--- src/common/fplg_consts.vh ---
`ifndef FPLG_CONSTS_VH
`define FPLG_CONSTS_VH
// ==================================================
// operation codes
`define FPLG_OP_READ 2'h0
`define FPLG_OP_WRITE 2'h1
`define FPLG_OP_ERASE 2'h2
`define FPLG_OP_DEV_ERASE 2'h3
// ==================================================
// requester codes
`define FPLG_SRC_DEBUG 2'h0
`define FPLG_SRC_FW_UNLOCKED 2'h1
`define FPLG_SRC_FW_LOCKED 2'h2
// ==================================================
// verdict codes
`define FPLG_VERDICT_PERMIT 2'h0
`define FPLG_VERDICT_IGNORE 2'h1
`define FPLG_VERDICT_RESET 2'h2
// ==================================================
// lock byte layout and reset values
`define FPLG_LOCK_ERASED 8'hFF
`define FPLG_ZERO_PAGE 4'h0
`endif

--- src/core/fplg_lock_latch.v ---
`timescale 1ns/1ps
`include "fplg_consts.vh"
// ==================================================
// lock state latch: captures the lock byte once per reset
module fplg_lock_latch #(
   parameter NPAGES = 8
) (
   input wire clk,
   input wire srst,
   input wire [NPAGES-1:0] lock_byte,
   output reg [NPAGES-1:0] page_locked_reg,
   output reg any_locked_reg
);
   reg capture_reg;
   // capture on the first edge after reset release; held until next reset
   always @(posedge clk) begin
      if (srst) begin
         capture_reg <= 1'b1;
         page_locked_reg <= {NPAGES{1'b0}};
         any_locked_reg <= 1'b0;
      end else if (capture_reg) begin
         capture_reg <= 1'b0;
         page_locked_reg <= ~lock_byte; // RL17 RL16
         any_locked_reg <= ~(&lock_byte); // RL17
      end
   end
endmodule

--- src/core/fplg_guard.v ---
`timescale 1ns/1ps
`include "fplg_consts.vh"
// Functional notes
// RL1 - Unlocked pages other than the lock-byte page are accessible to every requester.
// RL2 - Locked pages are ignored for debug, reset for unlocked firmware, permitted for locked firmware.
// RL3 - With nothing locked every requester may read or write the lock-byte page.
// RL4 - With any lock, lock-byte page read/write follows ignore, reset, permit by requester.
// RL5 - Reading the lock byte follows the same pattern as lock-byte page reads.
// RL6 - With nothing locked debug may erase the lock-byte page but firmware causes a reset.
// RL7 - With any lock only a debug whole-device erase clears the lock-byte page; firmware resets.
// RL8 - Locking more pages by clearing lock bits is ignored from debug and resets from firmware.
// RL9 - Unlocking pages by setting lock bits is ignored from debug and resets from firmware.
// RL10 - Any access to the reserved area is ignored from debug and resets from firmware.
// RL11 - A debug whole-device erase erases every page and removes all locks.
// RL12 - A prohibited firmware access resets the device and sets the flash error flag.
// RL13 - Prohibited debug operations are silently dropped and never reset the device.
// RL14 - Any locked page makes the lock-byte page locked too.
// RL15 - Once programmed the lock byte changes only through a debug whole-device erase.
// RL16 - A firmware lock-byte write takes effect only after the next reset.
// RL17 - The lock byte is sampled at each reset and held in registers until the next one.
module fplg_guard #(
   parameter NPAGES = 8,
   parameter PAGE_W = 4,
   parameter LOCK_PAGE = 4'h7,
   parameter RSV_PAGE = 4'h8
) (
   input wire clk,
   input wire srst,
   input wire [NPAGES-1:0] lock_byte,
   input wire req_valid,
   input wire [1:0] req_src,
   input wire [1:0] req_op,
   input wire [PAGE_W-1:0] req_page,
   input wire req_lock_byte,
   input wire [NPAGES-1:0] req_wdata,
   input wire flash_error_clear,
   output reg grant_reg,
   output reg ignore_reg,
   output reg dev_erase_reg,
   output reg flash_error_reset_reg,
   output reg flash_error_flag_reg
);
   wire [NPAGES-1:0] page_locked;
   wire any_locked;
   reg [1:0] verdict;
   reg tgt_locked;
   reg denied;
   wire is_debug;
   wire is_fw_locked;
   wire is_lock_page;
   wire is_reserved;
   reg lock_written_reg;
   reg fe_cause_reg;
   // ==================================================
   // lock state captured at reset
   fplg_lock_latch #(.NPAGES(NPAGES)) u_latch (
      .clk(clk),
      .srst(srst),
      .lock_byte(lock_byte),
      .page_locked_reg(page_locked),
      .any_locked_reg(any_locked)
   );
   assign is_debug = (req_src == `FPLG_SRC_DEBUG);
   assign is_fw_locked = (req_src == `FPLG_SRC_FW_LOCKED);
   assign is_lock_page = (req_page == LOCK_PAGE);
   assign is_reserved = (req_page >= RSV_PAGE);
   // ==================================================
   // access decision; denied requests ignore for debug, reset for firmware
   always @* begin
      tgt_locked = 1'b0;
      denied = 1'b0;
      verdict = `FPLG_VERDICT_PERMIT;
      if (!is_reserved && !is_lock_page)
         tgt_locked = page_locked[req_page[2:0]];
      if (req_op == `FPLG_OP_DEV_ERASE) begin
         denied = !is_debug; // RL11
      end else if (is_reserved) begin
         denied = 1'b1; // RL10
      end else if (is_lock_page) begin
         if (req_op == `FPLG_OP_ERASE)
            denied = !is_debug || any_locked; // RL6 RL7
         else if (req_lock_byte && req_op == `FPLG_OP_WRITE)
            denied = lock_written_reg || (req_wdata != lock_byte); // RL8 RL9 RL15
         else
            denied = any_locked && !is_fw_locked; // RL3 RL4 RL5 RL14
      end else begin
         denied = tgt_locked && !is_fw_locked; // RL1 RL2
      end
      if (denied)
         verdict = is_debug ? `FPLG_VERDICT_IGNORE : `FPLG_VERDICT_RESET; // RL13
   end
   // a fresh lock-byte write is tracked so it cannot be changed again before reset or a whole-device erase
   always @(posedge clk) begin
      if (srst)
         lock_written_reg <= 1'b0;
      else if (req_valid && verdict == `FPLG_VERDICT_PERMIT && req_op == `FPLG_OP_DEV_ERASE)
         lock_written_reg <= 1'b0; // RL11
      else if (req_valid && verdict == `FPLG_VERDICT_PERMIT && req_lock_byte && req_op == `FPLG_OP_WRITE)
         lock_written_reg <= 1'b1; // RL15 RL16
   end
   // ==================================================
   // registered verdict outputs, one-cycle pulses
   always @(posedge clk) begin
      if (srst) begin
         grant_reg <= 1'b0;
         ignore_reg <= 1'b0;
         dev_erase_reg <= 1'b0;
         flash_error_reset_reg <= 1'b0;
      end else begin
         grant_reg <= req_valid && (verdict == `FPLG_VERDICT_PERMIT);
         ignore_reg <= req_valid && (verdict == `FPLG_VERDICT_IGNORE); // RL13
         dev_erase_reg <= req_valid && (verdict == `FPLG_VERDICT_PERMIT) && (req_op == `FPLG_OP_DEV_ERASE); // RL11
         flash_error_reset_reg <= req_valid && (verdict == `FPLG_VERDICT_RESET); // RL12
      end
   end
   // remembers that the running reset was caused by a flash error, for as long as srst is held
   always @(posedge clk) begin
      if (flash_error_reset_reg)
         fe_cause_reg <= 1'b1; // RL12
      else if (!srst)
         fe_cause_reg <= 1'b0;
   end
   // error flag survives the device reset it causes; set wins over clear
   always @(posedge clk) begin
      if (req_valid && verdict == `FPLG_VERDICT_RESET)
         flash_error_flag_reg <= 1'b1; // RL12
      else if (flash_error_clear || (srst && !flash_error_reset_reg && !fe_cause_reg))
         flash_error_flag_reg <= 1'b0;
   end
endmodule

--- config.mk ---
export PLATFORM = sky130hd
export DESIGN_NAME = fplg_guard
export DESIGN_NICKNAME = d
export VERILOG_FILES = /design/src/core/fplg_lock_latch.v /design/src/core/fplg_guard.v
export VERILOG_INCLUDE_DIRS = /design/src /design/src/common
export SDC_FILE = /design/constraint.sdc
export NUM_CORES = 1
export LEC_CHECK = 0
export ABC_AREA = 1
export BUFFER_PORTS_ARGS = -buffer_cell sky130_fd_sc_hd__buf_2
export CORE_MARGIN = 2
export CORE_UTILIZATION = 52
export DETAILED_ROUTE_END_ITERATION = 6
export PLACE_DENSITY_LB_ADDON = 0.12
export SLEW_MARGIN = 20
export SYNTH_ARGS = -nofsm -noshare
export SYNTH_HDL_FRONTEND = slang
export SYNTH_HIERARCHICAL = 1
export SYNTH_SLANG_ARGS = --single-unit
--- constraint.sdc ---
create_clock -name clk -period 3.01 [get_ports clk]
set_input_delay 0.4515 -clock clk [delete_from_list [all_inputs] [get_ports clk]]
set_output_delay 0.4515 -clock clk [all_outputs]
set_load 0.01 [all_outputs]
**After elaboration in Yosys (flattened, before gate mapping)**

Cells that the tools add are included.

- Bits in registers: 17
- Logic and storage cells: 58
- Bits of input ports: 29

- Order comparisons: 2
- Bitwise logic cells: 2
- Reduce and logical (&&, ||, !) cells: 25
- Muxes and demuxes: 11
- Equal/unequal tests: 8

Operator list:

| operator | number |
|---|---|
| $logic_and A1 B1 Y1 | 12 |
| $eq A2 B2 Y1 const B | 4 |
| $mux W1 | 8 |
| $ne A8 B8 Y1 | 1 |
| $not A8 Y8 | 1 |
| $reduce_and A8 Y1 | 1 |
| $logic_not A1 Y1 | 6 |
| $eq A2 B1 Y1 const B | 2 |
| $eq A4 B3 Y1 const B | 1 |
| $ge A4 B4 Y1 const B | 1 |
| $logic_not A2 Y1 | 2 |
| $lt A3 B4 Y1 const B | 1 |
| $mux W2 | 2 |
| $bmux W1 S3 | 1 |
| $logic_or A1 B1 Y1 | 3 |
| $reduce_or A2 Y1 | 1 |
| $not A1 Y1 | 1 |

**Longest topological paths before layout**

Gate-level depths: netlist of the first run.

- Depth after elaboration: 13
- Gate-level depth with buffers: 14

**Hierarchy**

Netlist of the first run, hierarchy kept.

Modules (own cells, without submodules):

| module | times used | cells an instance | area each (um^2) |
|---|---|---|---|
| fplg_guard | 1 | 106 | 571.8 |
| fplg_lock_latch | 1 | 42 | 421.7 |

**Worst setup path after synthesis of the first run**

Ideal clock, no wire load.

- Kind: in2reg
- Start point: in req_wdata[7]
- End point: reg lock_written_reg
- Library setup time: 0.113 ns
- Required time: 2.897 ns
- Slack: 1.712 ns
- Stages on the path: 12
- Arrival: 1.185 ns
- Path through: inv_1 -> or2_1 -> nand2_1 -> nor2_1 -> nand3_1 -> nand2_1 -> nand2_1 -> nand2_1 -> nand2_2 -> nand2_2 -> nand3_2 -> a21oi_2

- Longest elaborated chain between the ends: 12
- Elaborated cells between the ends (all ways): 14

RTL lines:

| what | RTL line | RTL |
|---|---|---|
| start: declaration | fplg_guard.v:35 | `input wire [NPAGES-1:0] req_wdata,` |
| $ne A8 B8 Y1 * | fplg_guard.v:83 | `denied = lock_written_reg \|\| (req_wdata != lock_byte);` |
| $logic_or A1 B1 Y1 * | fplg_guard.v:83 |  |
| $mux W1 * | fplg_guard.v:82 | `` else if (req_lock_byte && req_op == `FPLG_OP_WRITE) `` |
| $mux W1 * | fplg_guard.v:80 | `` if (req_op == `FPLG_OP_ERASE) `` |
| $mux W1 * | fplg_guard.v:79 | `end else if (is_lock_page) begin` |
| $mux W1 * | fplg_guard.v:77 | `end else if (is_reserved) begin` |
| $mux W1 * | fplg_guard.v:75 | `` if (req_op == `FPLG_OP_DEV_ERASE) begin `` |
| $mux W2 * | fplg_guard.v:89 | `if (denied)` |
| $logic_not A2 Y1 (no line) * | n/a |  |
| $logic_and A1 B1 Y1 * | n/a |  |
| $logic_and A1 B1 Y1, on equally long branches | n/a |  |
| $reduce_or A2 Y1 (no line) or $logic_and A1 B1 Y1 (tied branches) | n/a |  |
| end signal: assignment | fplg_guard.v:95 | `lock_written_reg <= 1'b0;` |
| end signal: assignment | fplg_guard.v:97 | `lock_written_reg <= 1'b0;` |
| end signal: assignment | fplg_guard.v:99 | `lock_written_reg <= 1'b1;` |
| end: declaration | fplg_guard.v:52 | `reg lock_written_reg;` |

Mark *: on every way between the ends. The rest lies on a longest branch, timed or not.
A chain may end at the register's enable or synchronous reset.

==> run metrics, run 1 <==
Post-Syn Nets 177; layout cells sized above 1 between 20 and 30%; CTS tree yes; Power Dens Cells 394.7 mW/mm^2; final core utilization approximately two thirds; top-level I/O count 34; Reg2Reg Setup Slack ~1.7 ns; synthesized flop and latch total 17; clock group share of total power 25.6%; arrival time of data at the critical path endpoint 1.47 ns; final-stage net count 212; via count normalized by instance count 4.758; cell with the largest stage delay on the worst path sky130_fd_sc_hd__dfxtp_1; startpoint type of the worst setup path register; Worst Path Required 3.20 ns; count of endpoints failing setup in the final report 0; transition time at the pin with the least slew margin 0.7076 ns; FILL cells 189; Post-CTS Repair Setup Buffers 0; Critical Path Sink Type register; MaxCap Viol Count 0; smallest hold slack 0.3415 ns; P_int 331.1 uW; net switching power between 100 and 150 uW; Post-Syn Area 993.5 sq um; pin count of the biggest net entering global routing 18; cell chosen for the clock root sky130_fd_sc_hd__clkbuf_4; shortest clock period the worst path allows after layout 1.271 ns; total leakage power 0.6425 nW; final antenna diode count 0; clock sink count 17; Max stage delay on crit path 0.79 ns; capture instance of the worst register-to-register path u_latch/any_locked_reg; cell depth of the worst setup path 5; timing startpoint of the critical path u_latch/capture_reg; Die Ht between 40 and 50 microns; wire length after detailed routing 2063 microns; total number of vias 985; global-route wire length before repair 3415 microns; RR Startpoint u_latch/capture_reg; worst voltage drop across the vdd grid 322.8 uV; Hold Violations, Final 0; most common cell after layout, fill and taps aside sky130_fd_sc_hd__nand2_1; number of buffers created by CTS 3; commonest cells after routing, fill and taps aside sky130_fd_sc_hd__nand2_1 (38), sky130_fd_sc_hd__buf_2 (33), sky130_fd_sc_hd__inv_1 (28); Largest register FFs 8; worst slack at placement between 1 and 1.5 ns; later-pin clock latency in the skew report 0.29 ns; Post-Syn Instances 148; startpoint of the tightest hold check path flash_error_clear; distinct cell type count after synthesis 24; post-synthesis area per instance approximately 6.7 sq um; Detailed Place HPWL 1725 microns; Port Buffer Count 33; sequential fraction of the synthesis area 34.26%; vias in the first global route 875; class of the tightest hold or removal check in2reg; setup TNS 0 ns; sequential fraction of design power 53.8%; Site Rows 15; Die ar. 0.002276 sq mm; clock buffer depth 2; clock-pin transition on the worst setup and hold timing paths 0.10 ns; FF/Latch Area 340.3 sq um; Post-Route Skew 0.005546 ns; delay-heaviest family, CP flip-flops; remaining global-route overflow 0; switching part of the total power 28.98%; remaining design rule violation count 0; horizontal die dimension about 48 microns; Final Cycle Share a little over two fifths; H-tree Lvls 1; Final Wtd Congestion 0.8037; Worst Reg2Reg Path Length in Cells 5; area growth from synthesis to final layout 18.89%; RSZ-0062 raised after global routing no; effective utilization at floorplan between 50 and 60%; relative slew slack 52.76%; Slew Viols, Final 0; DRT antenna net count 0; classification of the worst setup path reg2reg; fin worst setup slack about 1.7 ns; number of iterations in the first detailed-routing pass 4; number of instances resized during post-cts repair 0; post-layout total power between 400 and 500 uW; average wire length per cell after detail routing 9.966 microns; global routing usage summed across all routing layers approximately a fifth; cell depth of the worst min-delay path 2; initial antenna violation count 0; combinational group share of total power 20.6%; highest achievable clock rate 0.7866 GHz; crit-path max FO 17; Floorplan Core Area 0.001764 sq mm; area used by multi-input combinational logic approximately 510 sq um; terminating pin of the worst hold path flash_error_flag_reg; crit path buf inv count 2; cells along the critical path nand2_1 -> inv_1 -> nand3_1 -> nand2_1 -> inv_1; run status completed; first-iteration detailed-routing DRC count 19; post-cts hold buffer count 0; Synthesis Warnings 6
-- power by group through the flow --
stage	combinational [mW]	sequential, mW	clock (mW)
detailed placement	0.0963	0.256	0
CTS	0.0968	0.251	0.125
global placement	0.0932	0.256	0
floorplan	0.0634	0.252	0
global route	0.110	0.254	0.137
finish	0.0961	0.251	0.119
-- worst register-to-register path: stages, from the launching register on --
cell and delay, ns:
sky130_fd_sc_hd__dfxtp_1 0.79, sky130_fd_sc_hd__nand2_1 0.11, sky130_fd_sc_hd__inv_1 0.11, sky130_fd_sc_hd__nand3_1 0.08
sky130_fd_sc_hd__nand2_1 0.06, sky130_fd_sc_hd__inv_1 0.03
-- area by class of cell --
type | instances | share of cell area (%)
Timing Repair Buffer | 33 | 13.98
Sequential cell | 17 | 28.81
Clock buffer | 3 | 1.907
Inverter | 29 | 9.216
Multi-Input combinational cell | 99 | 43.01
Clock inverter | 1 | 0.4237
Tap cell | 25 | 2.648
-- cell usage after synthesis, drive strengths merged --
| cell | count | area, sq um |
|---|---|---|
| dfxtp | 17 | 340.3 |
| a211oi | 7 | 87.58 |
| a31oi | 1 | 6.260 |
| nor3 | 3 | 20.02 |
| inv | 29 | 108.9 |
| o31ai | 1 | 7.510 |
| nor2 | 24 | 97.60 |
| or2 | 2 | 12.52 |
| xor2 | 2 | 17.52 |
| nand2 | 40 | 155.1 |
| nand3 | 12 | 65.06 |
| o21ai | 3 | 15.01 |
| a21oi | 4 | 23.77 |
| buf | 3 | 36.28 |
-- logic make-up (layout without fill, tap and decap cells) --
group                     count (synthesis)  after routing  share of synthesized area (%)
xor gates and xnor gates                  2              2                          1.764
DFF                                      17             17                          34.26
AOI/OAI and AO/OA                        16             16                          14.11
and+or+nand+nor                          81             81                          35.27
buffers and inverters                    32             66                          14.61
-- how the worst max path moves through the flow --
| stage | end | slack, ns |
|---|---|---|
| floorplan | lock_written_reg | 1.71 |
| global placement | ignore_reg | 1.53 |
| detailed placement | lock_written_reg | 1.50 |
| CTS | u_latch/any_locked_reg | 1.70 |
| global route | u_latch/any_locked_reg | 1.59 |
| finish | u_latch/any_locked_reg | 1.74 |
-- per-layer routing --
metal  global-route usage [%]  routed length, microns  vias up
met5                        0                       0        -
met2                    37.07                     957       23
met4                    4.865                      22        0
met1                    26.54                     974      436
li1                         -                       -      522
met3                    4.528                     108        4
-- through the flow --
stage	instances	area, sq um
floorplan	148	993.5
global placement	203	1154
detailed placement	203	1154
CTS	207	1181
global route	207	1181
finish	207	1181
(Power assumes the default switching activity.)
==> run 2, diff against run 1 <==
Settings changed: ABC_AREA 1 to 0, CORE_UTILIZATION 52 to 42.
Clock period 3.01 ns to 1.02 ns, I/O delays scaled along.
==> run 2 against run 1 <==
Effect of this change:
- the flow now finishes with violations (negative setup slack)
- synthesized cell count shrank 44%
- non-clock buffer count grew 23
- routed wire length grew 0.34%
- combinational power grew to 3.6 times the previous value
- first-iteration DRC count shrank 74%
- sequential cell count is the same
- critical path type unchanged
- critical endpoint is now lock_written_reg
- largest cell class unchanged
==> run metrics, run 2 <==
run status complete, but fails checks (was completed); violations in the final reports negative setup slack; worst voltage drop across the vdd grid 787.5 uV (was 322.8 uV); Post-Syn Area 882.1 sq um (was 993.5 sq um); global routing usage summed across all routing layers 18.91% (was 21.20%); Reg2Reg Setup Slack -0.69 ns (was 1.74 ns); capture instance of the worst register-to-register path lock_written_reg (was u_latch/any_locked_reg); Yosys top cell area share 38.58% (was 34.26%); cells along the critical path and2_0 -> mux4_2 -> mux2_4 -> a22oi_2 -> a32o_2 (was nand2_1 -> inv_1 -> nand3_1 -> nand2_1 -> inv_1); relative slew slack 81.32% (was 52.76%); remaining design rule violation count 0 (unchanged); Slew Viols, Final 0 (unchanged); Site Rows 16 (was 15); placed cell count 163 (was 203); setup TNS -3.277 ns (was 0 ns); vias in the first global route 864 (was 875); timing startpoint of the critical path u_latch/page_locked_reg[7] (was u_latch/capture_reg); clock buffer depth 2 (unchanged); number of enable flip-flop cells after synthesis 0 (unchanged); Post-Syn Instances 83 (was 148); cell with the largest stage delay on the worst path sky130_fd_sc_hd__mux4_2 (was sky130_fd_sc_hd__dfxtp_1); global-route wire length before repair 3546 microns (was 3415 microns); startpoint type of the worst setup path register (unchanged); highest achievable clock rate 0.5834 GHz (was 0.7866 GHz); effective utilization at floorplan 44.96% (was 56.31%); layout cells sized above 1 56.43% (was 29.12%); final-stage net count 170 (was 212); Final Cycle Share 168.0% (was 42.24%); remaining global-route overflow 0 (unchanged); shortest clock period the worst path allows after layout 1.714 ns (was 1.271 ns); Power Dens Cells 1137 mW/mm^2 (was 394.7 mW/mm^2); Post-CTS Repair Setup Buffers 0 (unchanged); H-tree Lvls 1 (unchanged); fin worst setup slack -0.6941 ns (was 1.739 ns); post-synthesis area per instance 10.63 sq um (was 6.713 sq um); Post-Syn Nets 112 (was 177); number of iterations in the first detailed-routing pass 4 (unchanged); Die ar. 0.002483 sq mm (was 0.002276 sq mm); class of the tightest hold or removal check in2reg (unchanged); cell chosen for the clock root sky130_fd_sc_hd__clkbuf_4 (unchanged); crit-path max FO 5 (was 17); top cell type by total area after synthesis sky130_fd_sc_hd__dfxtp_1 (unchanged); synthesized flop and latch total 17 (unchanged); via count normalized by instance count 4.934 (was 4.758); RR Startpoint u_latch/page_locked_reg[7] (was u_latch/capture_reg); Worst Reg2Reg Path Length in Cells 5 (unchanged); Final Wtd Congestion 0.7813 (was 0.8037); area growth from synthesis to final layout 42.27% (was 18.89%); FILL cells 194 (was 189); Worst setup endpoint lock_written_reg (was u_latch/any_locked_reg); distinct cell type count after synthesis 35 (was 24); Port Buffer Count 33 (unchanged); arrival time of data at the critical path endpoint 1.95 ns (was 1.47 ns); flip-flop cell with the highest count after synthesis sky130_fd_sc_hd__dfxtp_1 (unchanged); count of endpoints failing setup in the final report 5 (was 0); initial antenna violation count 0 (unchanged); MaxCap Viol Count 0 (unchanged); most common cell after layout, fill and taps aside sky130_fd_sc_hd__buf_2 (was sky130_fd_sc_hd__nand2_1); Synthesis Warnings 6 (unchanged); CTS tree yes (unchanged); wire length after detailed routing 2070 microns (was 2063 microns); Post-Route Skew 0.001412 ns (was 0.005546 ns); worst slack at placement -0.8527 ns (was 1.498 ns); placed instance area 0.001225 sq mm (was 0.001154 sq mm); Detailed Place HPWL 1706 microns (was 1725 microns); post-layout total power 1.426 mW (was 466.2 uW); classification of the worst setup path reg2reg (unchanged); Worst Path Required 1.25 ns (was 3.20 ns); later-pin clock latency in the skew report 0.28 ns (was 0.29 ns); Largest register FFs 8 (unchanged); Floorplan Core Area 0.001962 sq mm (was 0.001764 sq mm); pin count of the biggest net entering global routing 12 (was 18); average wire length per cell after detail routing 12.40 microns (was 9.966 microns); Die Ht 49.83 microns (was 47.71 microns); clock sink count 17 (unchanged); total number of vias 824 (was 985); clock-pin transition on the worst setup and hold timing paths 0.10 ns (about the same); RSZ-0062 raised after global routing yes (was no); transition time at the pin with the least slew margin 0.2802 ns (was 0.7076 ns); ys async rst share 0% (unchanged); most instantiated cells after synthesis sky130_fd_sc_hd__dfxtp_1 (17), sky130_fd_sc_hd__nor2_1 (11), sky130_fd_sc_hd__a211oi_2 (8) (was sky130_fd_sc_hd__nand2_1 (38), sky130_fd_sc_hd__inv_1 (28), sky130_fd_sc_hd__nor2_1 (21)); DRT antenna net count 0 (unchanged); final instance area 0.001255 sq mm (was 0.001181 sq mm); top cells by area, synth sky130_fd_sc_hd__dfxtp_1 (39%), sky130_fd_sc_hd__a211oi_2 (11%), sky130_fd_sc_hd__mux4_2 (5.1%), sky130_fd_sc_hd__xnor2_1 (5.0%), sky130_fd_sc_hd__nor2_1 (4.7%) (was sky130_fd_sc_hd__dfxtp_1 (34%), sky130_fd_sc_hd__nand2_1 (14%), sky130_fd_sc_hd__inv_1 (11%), sky130_fd_sc_hd__a211oi_2 (8.8%), sky130_fd_sc_hd__nor2_1 (7.9%)); final core utilization 63.97% (was 66.95%); most common cell in the synthesized netlist sky130_fd_sc_hd__dfxtp_1 (was sky130_fd_sc_hd__nand2_1); number of buffers created by CTS 3 (unchanged); horizontal die dimension 49.83 microns (was 47.71 microns); count of non-filler cells in the finished layout 167 (was 207); smallest hold slack 0.06475 ns (was 0.3415 ns); sequential fraction of the synthesis area 38.58% (was 34.26%); Max stage delay on crit path 0.48 ns (was 0.79 ns); top-level I/O count 34 (unchanged); final antenna diode count 0 (unchanged); first-iteration detailed-routing DRC count 5 (was 19); total leakage power 0.5742 nW (was 0.6425 nW); Hold Violations, Final 0 (unchanged); commonest cells after routing, fill and taps aside sky130_fd_sc_hd__buf_2 (33), sky130_fd_sc_hd__buf_4 (23), sky130_fd_sc_hd__dfxtp_1 (17) (was sky130_fd_sc_hd__nand2_1 (38), sky130_fd_sc_hd__buf_2 (33), sky130_fd_sc_hd__inv_1 (28)); Critical Path Sink Type register (unchanged)
==> run 2: worst min-delay path by stage <==
stage,start,to,slack (ns),depth (start not counted)
global route,flash_error_clear,flash_error_flag_reg,0.06,2
finish,flash_error_clear,flash_error_flag_reg,0.06,2
CTS,flash_error_clear,flash_error_flag_reg,0.06,2
detailed placement,flash_error_clear,flash_error_flag_reg,0.37,2
floorplan,srst,u_latch/capture_reg,0.18,0
global placement,flash_error_clear,flash_error_flag_reg,0.36,2
==> run 2: what timing repair did <==
item                                    4_1_cts  5_1_grt
hold buffers                                  0        0
endpoints found under the hold margin         0        0
endpoints found under the setup margin        5        5
gates resized for setup                       1        0
pin swaps                                     2        2
==> run 2: kinds of logic (layout without fill, tap and decap cells) <==
group | Yosys count | count (layout) | share of synthesized area, %
AOI/OAI and AO/OA | 17 | 17 | 20.85
and+or+nand+nor | 34 | 34 | 21.70
muxes | 3 | 3 | 6.383
buffers and inverters | 4 | 61 | 4.538
xor gates and xnor gates | 8 | 8 | 7.944
DFF | 17 | 17 | 38.58
==> run 2: critical path: cells and delay by family, from the launching register on <==
kind | cells | cell delay (ns)
AOI/OAI and AO/OA | 2 | 0.45
and+or+nand+nor | 1 | 0.14
DFF | 1 | 0.32
muxes | 2 | 0.76
==> run 2: cell type report <==
class	instances	area [sq um]	area share [%]
Clock buffer	4	26.28	2.094
Inverter	1	3.754	0.2991
Multi-Input combinational cell	62	513.0	40.88
Sequential cell	17	340.3	27.12
Tap cell	27	33.78	2.692
Timing Repair Buffer	56	337.8	26.92
==> run 2: report_power, final <==
group | switching [mW] | internal, mW
combinational | 0.152 | 0.197
sequential | 0.0204 | 0.706
clock | 0.200 | 0.152
==> run 2: per-layer routing <==
| layer | part of all wire, % | track usage [%] | routed length [microns] | vias to the layer above |
|---|---|---|---|---|
| li1 | - | - | - | 419 |
| met1 | 40 | 20.49 | 821 | 376 |
| met2 | 54 | 35.56 | 1114 | 23 |
| met3 | 4.0 | 3.030 | 83 | 6 |
| met4 | 2.5 | 8.333 | 52 | 0 |
| met5 | 0 | 0 | 0 | - |
==> run 3, diff against run 2 <==
Settings changed: CORE_UTILIZATION 42 to 39.
Clock period 1.02 ns to 1.8 ns, I/O delays scaled along.
==> run 3 against run 2 <==
Effect of this change:
- the run now ends clean
- non-clock buffer count decreased by 14
- cell count down 7.8%
- critical path depth stayed put
- first-iteration DRC count grew to 2.6 times the previous value
- critical endpoint unchanged
- largest power group unchanged
==> run metrics, run 3 (synthesized netlist as in run 2, its figures left out) <==
Power Dens Cells 685.8 mW/mm^2 (was 1137 mW/mm^2); area growth from synthesis to final layout 29.22% (was 42.27%); remaining design rule violation count 0 (unchanged); vias in the first global route 803 (was 864); Largest register FFs 8 (unchanged); startpoint of the tightest hold check path flash_error_clear (unchanged); remaining global-route overflow 0 (unchanged); average wire length per cell after detail routing 12.88 microns (was 12.40 microns); Worst Path Required 2.04 ns (was 1.25 ns); final instance area 0.001140 sq mm (was 0.001255 sq mm); number of buffers created by CTS 3 (unchanged); Final Wtd Congestion 0.7203 (was 0.7813); Floorplan Core Area 0.002170 sq mm (was 0.001962 sq mm); cell chosen for the clock root sky130_fd_sc_hd__clkbuf_4 (unchanged); CTS tree yes (unchanged); cell with the largest stage delay on the worst path sky130_fd_sc_hd__mux4_2 (unchanged); crit-path max FO 5 (unchanged); effective utilization at floorplan 40.66% (was 44.96%); relative slew slack 77.03% (was 81.32%); Max stage delay on crit path 0.46 ns (was 0.48 ns); number of instances resized during post-cts repair 0 (was 1); Site Rows 17 (was 16); crit path buf inv count 0 (unchanged); transition time at the pin with the least slew margin 0.3446 ns (was 0.2802 ns); final antenna diode count 0 (unchanged); Hold Violations, Final 0 (unchanged); final-stage net count 156 (was 170); top-level I/O count 34 (unchanged); cells along the critical path and2_0 -> mux4_2 -> mux2_2 -> a22oi_2 -> a32o_2 (was and2_0 -> mux4_2 -> mux2_4 -> a22oi_2 -> a32o_2); Final Cycle Share 93.66% (was 168.0%); delay-heaviest family, CP multiplexers (unchanged); later-pin clock latency in the skew report 0.29 ns (was 0.28 ns); Worst Reg2Reg Path Length in Cells 5 (unchanged); RR Startpoint u_latch/page_locked_reg[7] (unchanged); FILL cells 232 (was 194); post-cts hold buffer count 0 (unchanged); highest achievable clock rate 0.5931 GHz (was 0.5834 GHz); Slew Viols, Final 0 (unchanged); H-tree Lvls 1 (unchanged); classification of the worst setup path reg2reg (unchanged); cell depth of the worst min-delay path 2 (unchanged); capture instance of the worst register-to-register path lock_written_reg (unchanged); commonest cells after routing, fill and taps aside sky130_fd_sc_hd__buf_2 (33), sky130_fd_sc_hd__dfxtp_1 (17), sky130_fd_sc_hd__nor2_1 (11) (was sky130_fd_sc_hd__buf_2 (33), sky130_fd_sc_hd__buf_4 (23), sky130_fd_sc_hd__dfxtp_1 (17)); Post-CTS Repair Setup Buffers 0 (unchanged); Critical Path Sink Type register (unchanged); worst voltage drop across the vdd grid 384.3 uV (was 787.5 uV); clock-pin transition on the worst setup and hold timing paths 0.10 ns (about the same); total leakage power 0.4994 nW (was 0.5742 nW); total number of vias 770 (was 824); smallest hold slack 0.1758 ns (was 0.06475 ns); horizontal die dimension 51.56 microns (was 49.83 microns); RSZ-0062 raised after global routing no (was yes); clock buffer depth 2 (unchanged); terminating pin of the worst hold path flash_error_flag_reg (unchanged); Reg2Reg Setup Slack 0.11 ns (was -0.69 ns); run status completed (was complete, but fails checks); initial antenna violation count 0 (unchanged); DRT antenna net count 0 (unchanged); MaxCap Viol Count 0 (unchanged); Port Buffer Count 33 (unchanged); pin count of the biggest net entering global routing 19 (was 12); global routing usage summed across all routing layers 17.67% (was 18.91%); placed instance area 0.001114 sq mm (was 0.001225 sq mm); number of iterations in the first detailed-routing pass 4 (unchanged); most common cell after layout, fill and taps aside sky130_fd_sc_hd__buf_2 (unchanged); layout cells sized above 1 50.79% (was 56.43%); clock sink count 17 (unchanged); Die Ht 51.56 microns (was 49.83 microns); via count normalized by instance count 5.000 (was 4.934); wire length after detailed routing 1984 microns (was 2070 microns); startpoint type of the worst setup path register (unchanged); global-route wire length before repair 3470 microns (was 3546 microns); post-layout total power 781.7 uW (was 1.426 mW); arrival time of data at the critical path endpoint 1.93 ns (was 1.95 ns); first-iteration detailed-routing DRC count 13 (was 5); shortest clock period the worst path allows after layout 1.686 ns (was 1.714 ns); Detailed Place HPWL 1573 microns (was 1706 microns); Die ar. 0.002658 sq mm (was 0.002483 sq mm); count of endpoints failing setup in the final report 0 (was 5); class of the tightest hold or removal check in2reg (unchanged); Post-Route Skew 0.004581 ns (was 0.001412 ns)
## run 3: cell types whose count changed in the layout (fill, tap and decap cells not counted), sizes merged
cell,before,now
buf,56,42
## run 3: worst max path at each step
stage,start,end,slack (ns),cells past startpoint
global route,u_latch/page_locked_reg[7],lock_written_reg,0.04,5
global placement,lock_byte[0],lock_written_reg,-0.17,6
CTS,u_latch/page_locked_reg[7],lock_written_reg,0.10,5
finish,u_latch/page_locked_reg[7],lock_written_reg,0.11,5
detailed placement,lock_byte[0],lock_written_reg,-0.18,6
floorplan,req_op[1],lock_written_reg,0.02,5
## run 3: metal layers
metal,up-vias,GRT usage [%],share of wire (%)
met5,-,0,0
met4,0,3.947,0.60
met3,2,6.322,5.6
met2,17,29.91,50
met1,358,21.45,44
li1,393,-,-
## run 3: stage by stage
stage	setup TNS [ns]	setup slack [ns]	utilization, %	std cells
after floorplan	0	0.01539	-	83
after global placement	-0.7089	-0.1680	51.33	150
final	0	0.1141	52.54	154
after CTS	0	0.1036	52.54	154
after detailed placement	-0.7223	-0.1782	51.33	150
after global routing	0	0.03519	52.54	154
## run 3: layout make-up
class	instances	area [sq um]	share of cell area (%)
Clock buffer	4	26.28	2.305
Inverter	1	3.754	0.3293
Multi-Input combinational cell	62	501.7	44.02
Sequential cell	17	340.3	29.86
Tap cell	28	35.03	3.074
Timing Repair Buffer	42	232.7	20.42
## run 3: report_power, final
part	leakage, nW	switching [mW]	internal, mW	total [mW]
clock network	0.0150	0.115	0.0861	0.201
registers	0.141	0.0114	0.400	0.411
logic	0.344	0.0804	0.0887	0.169
total	0.499	0.207	0.575	0.782
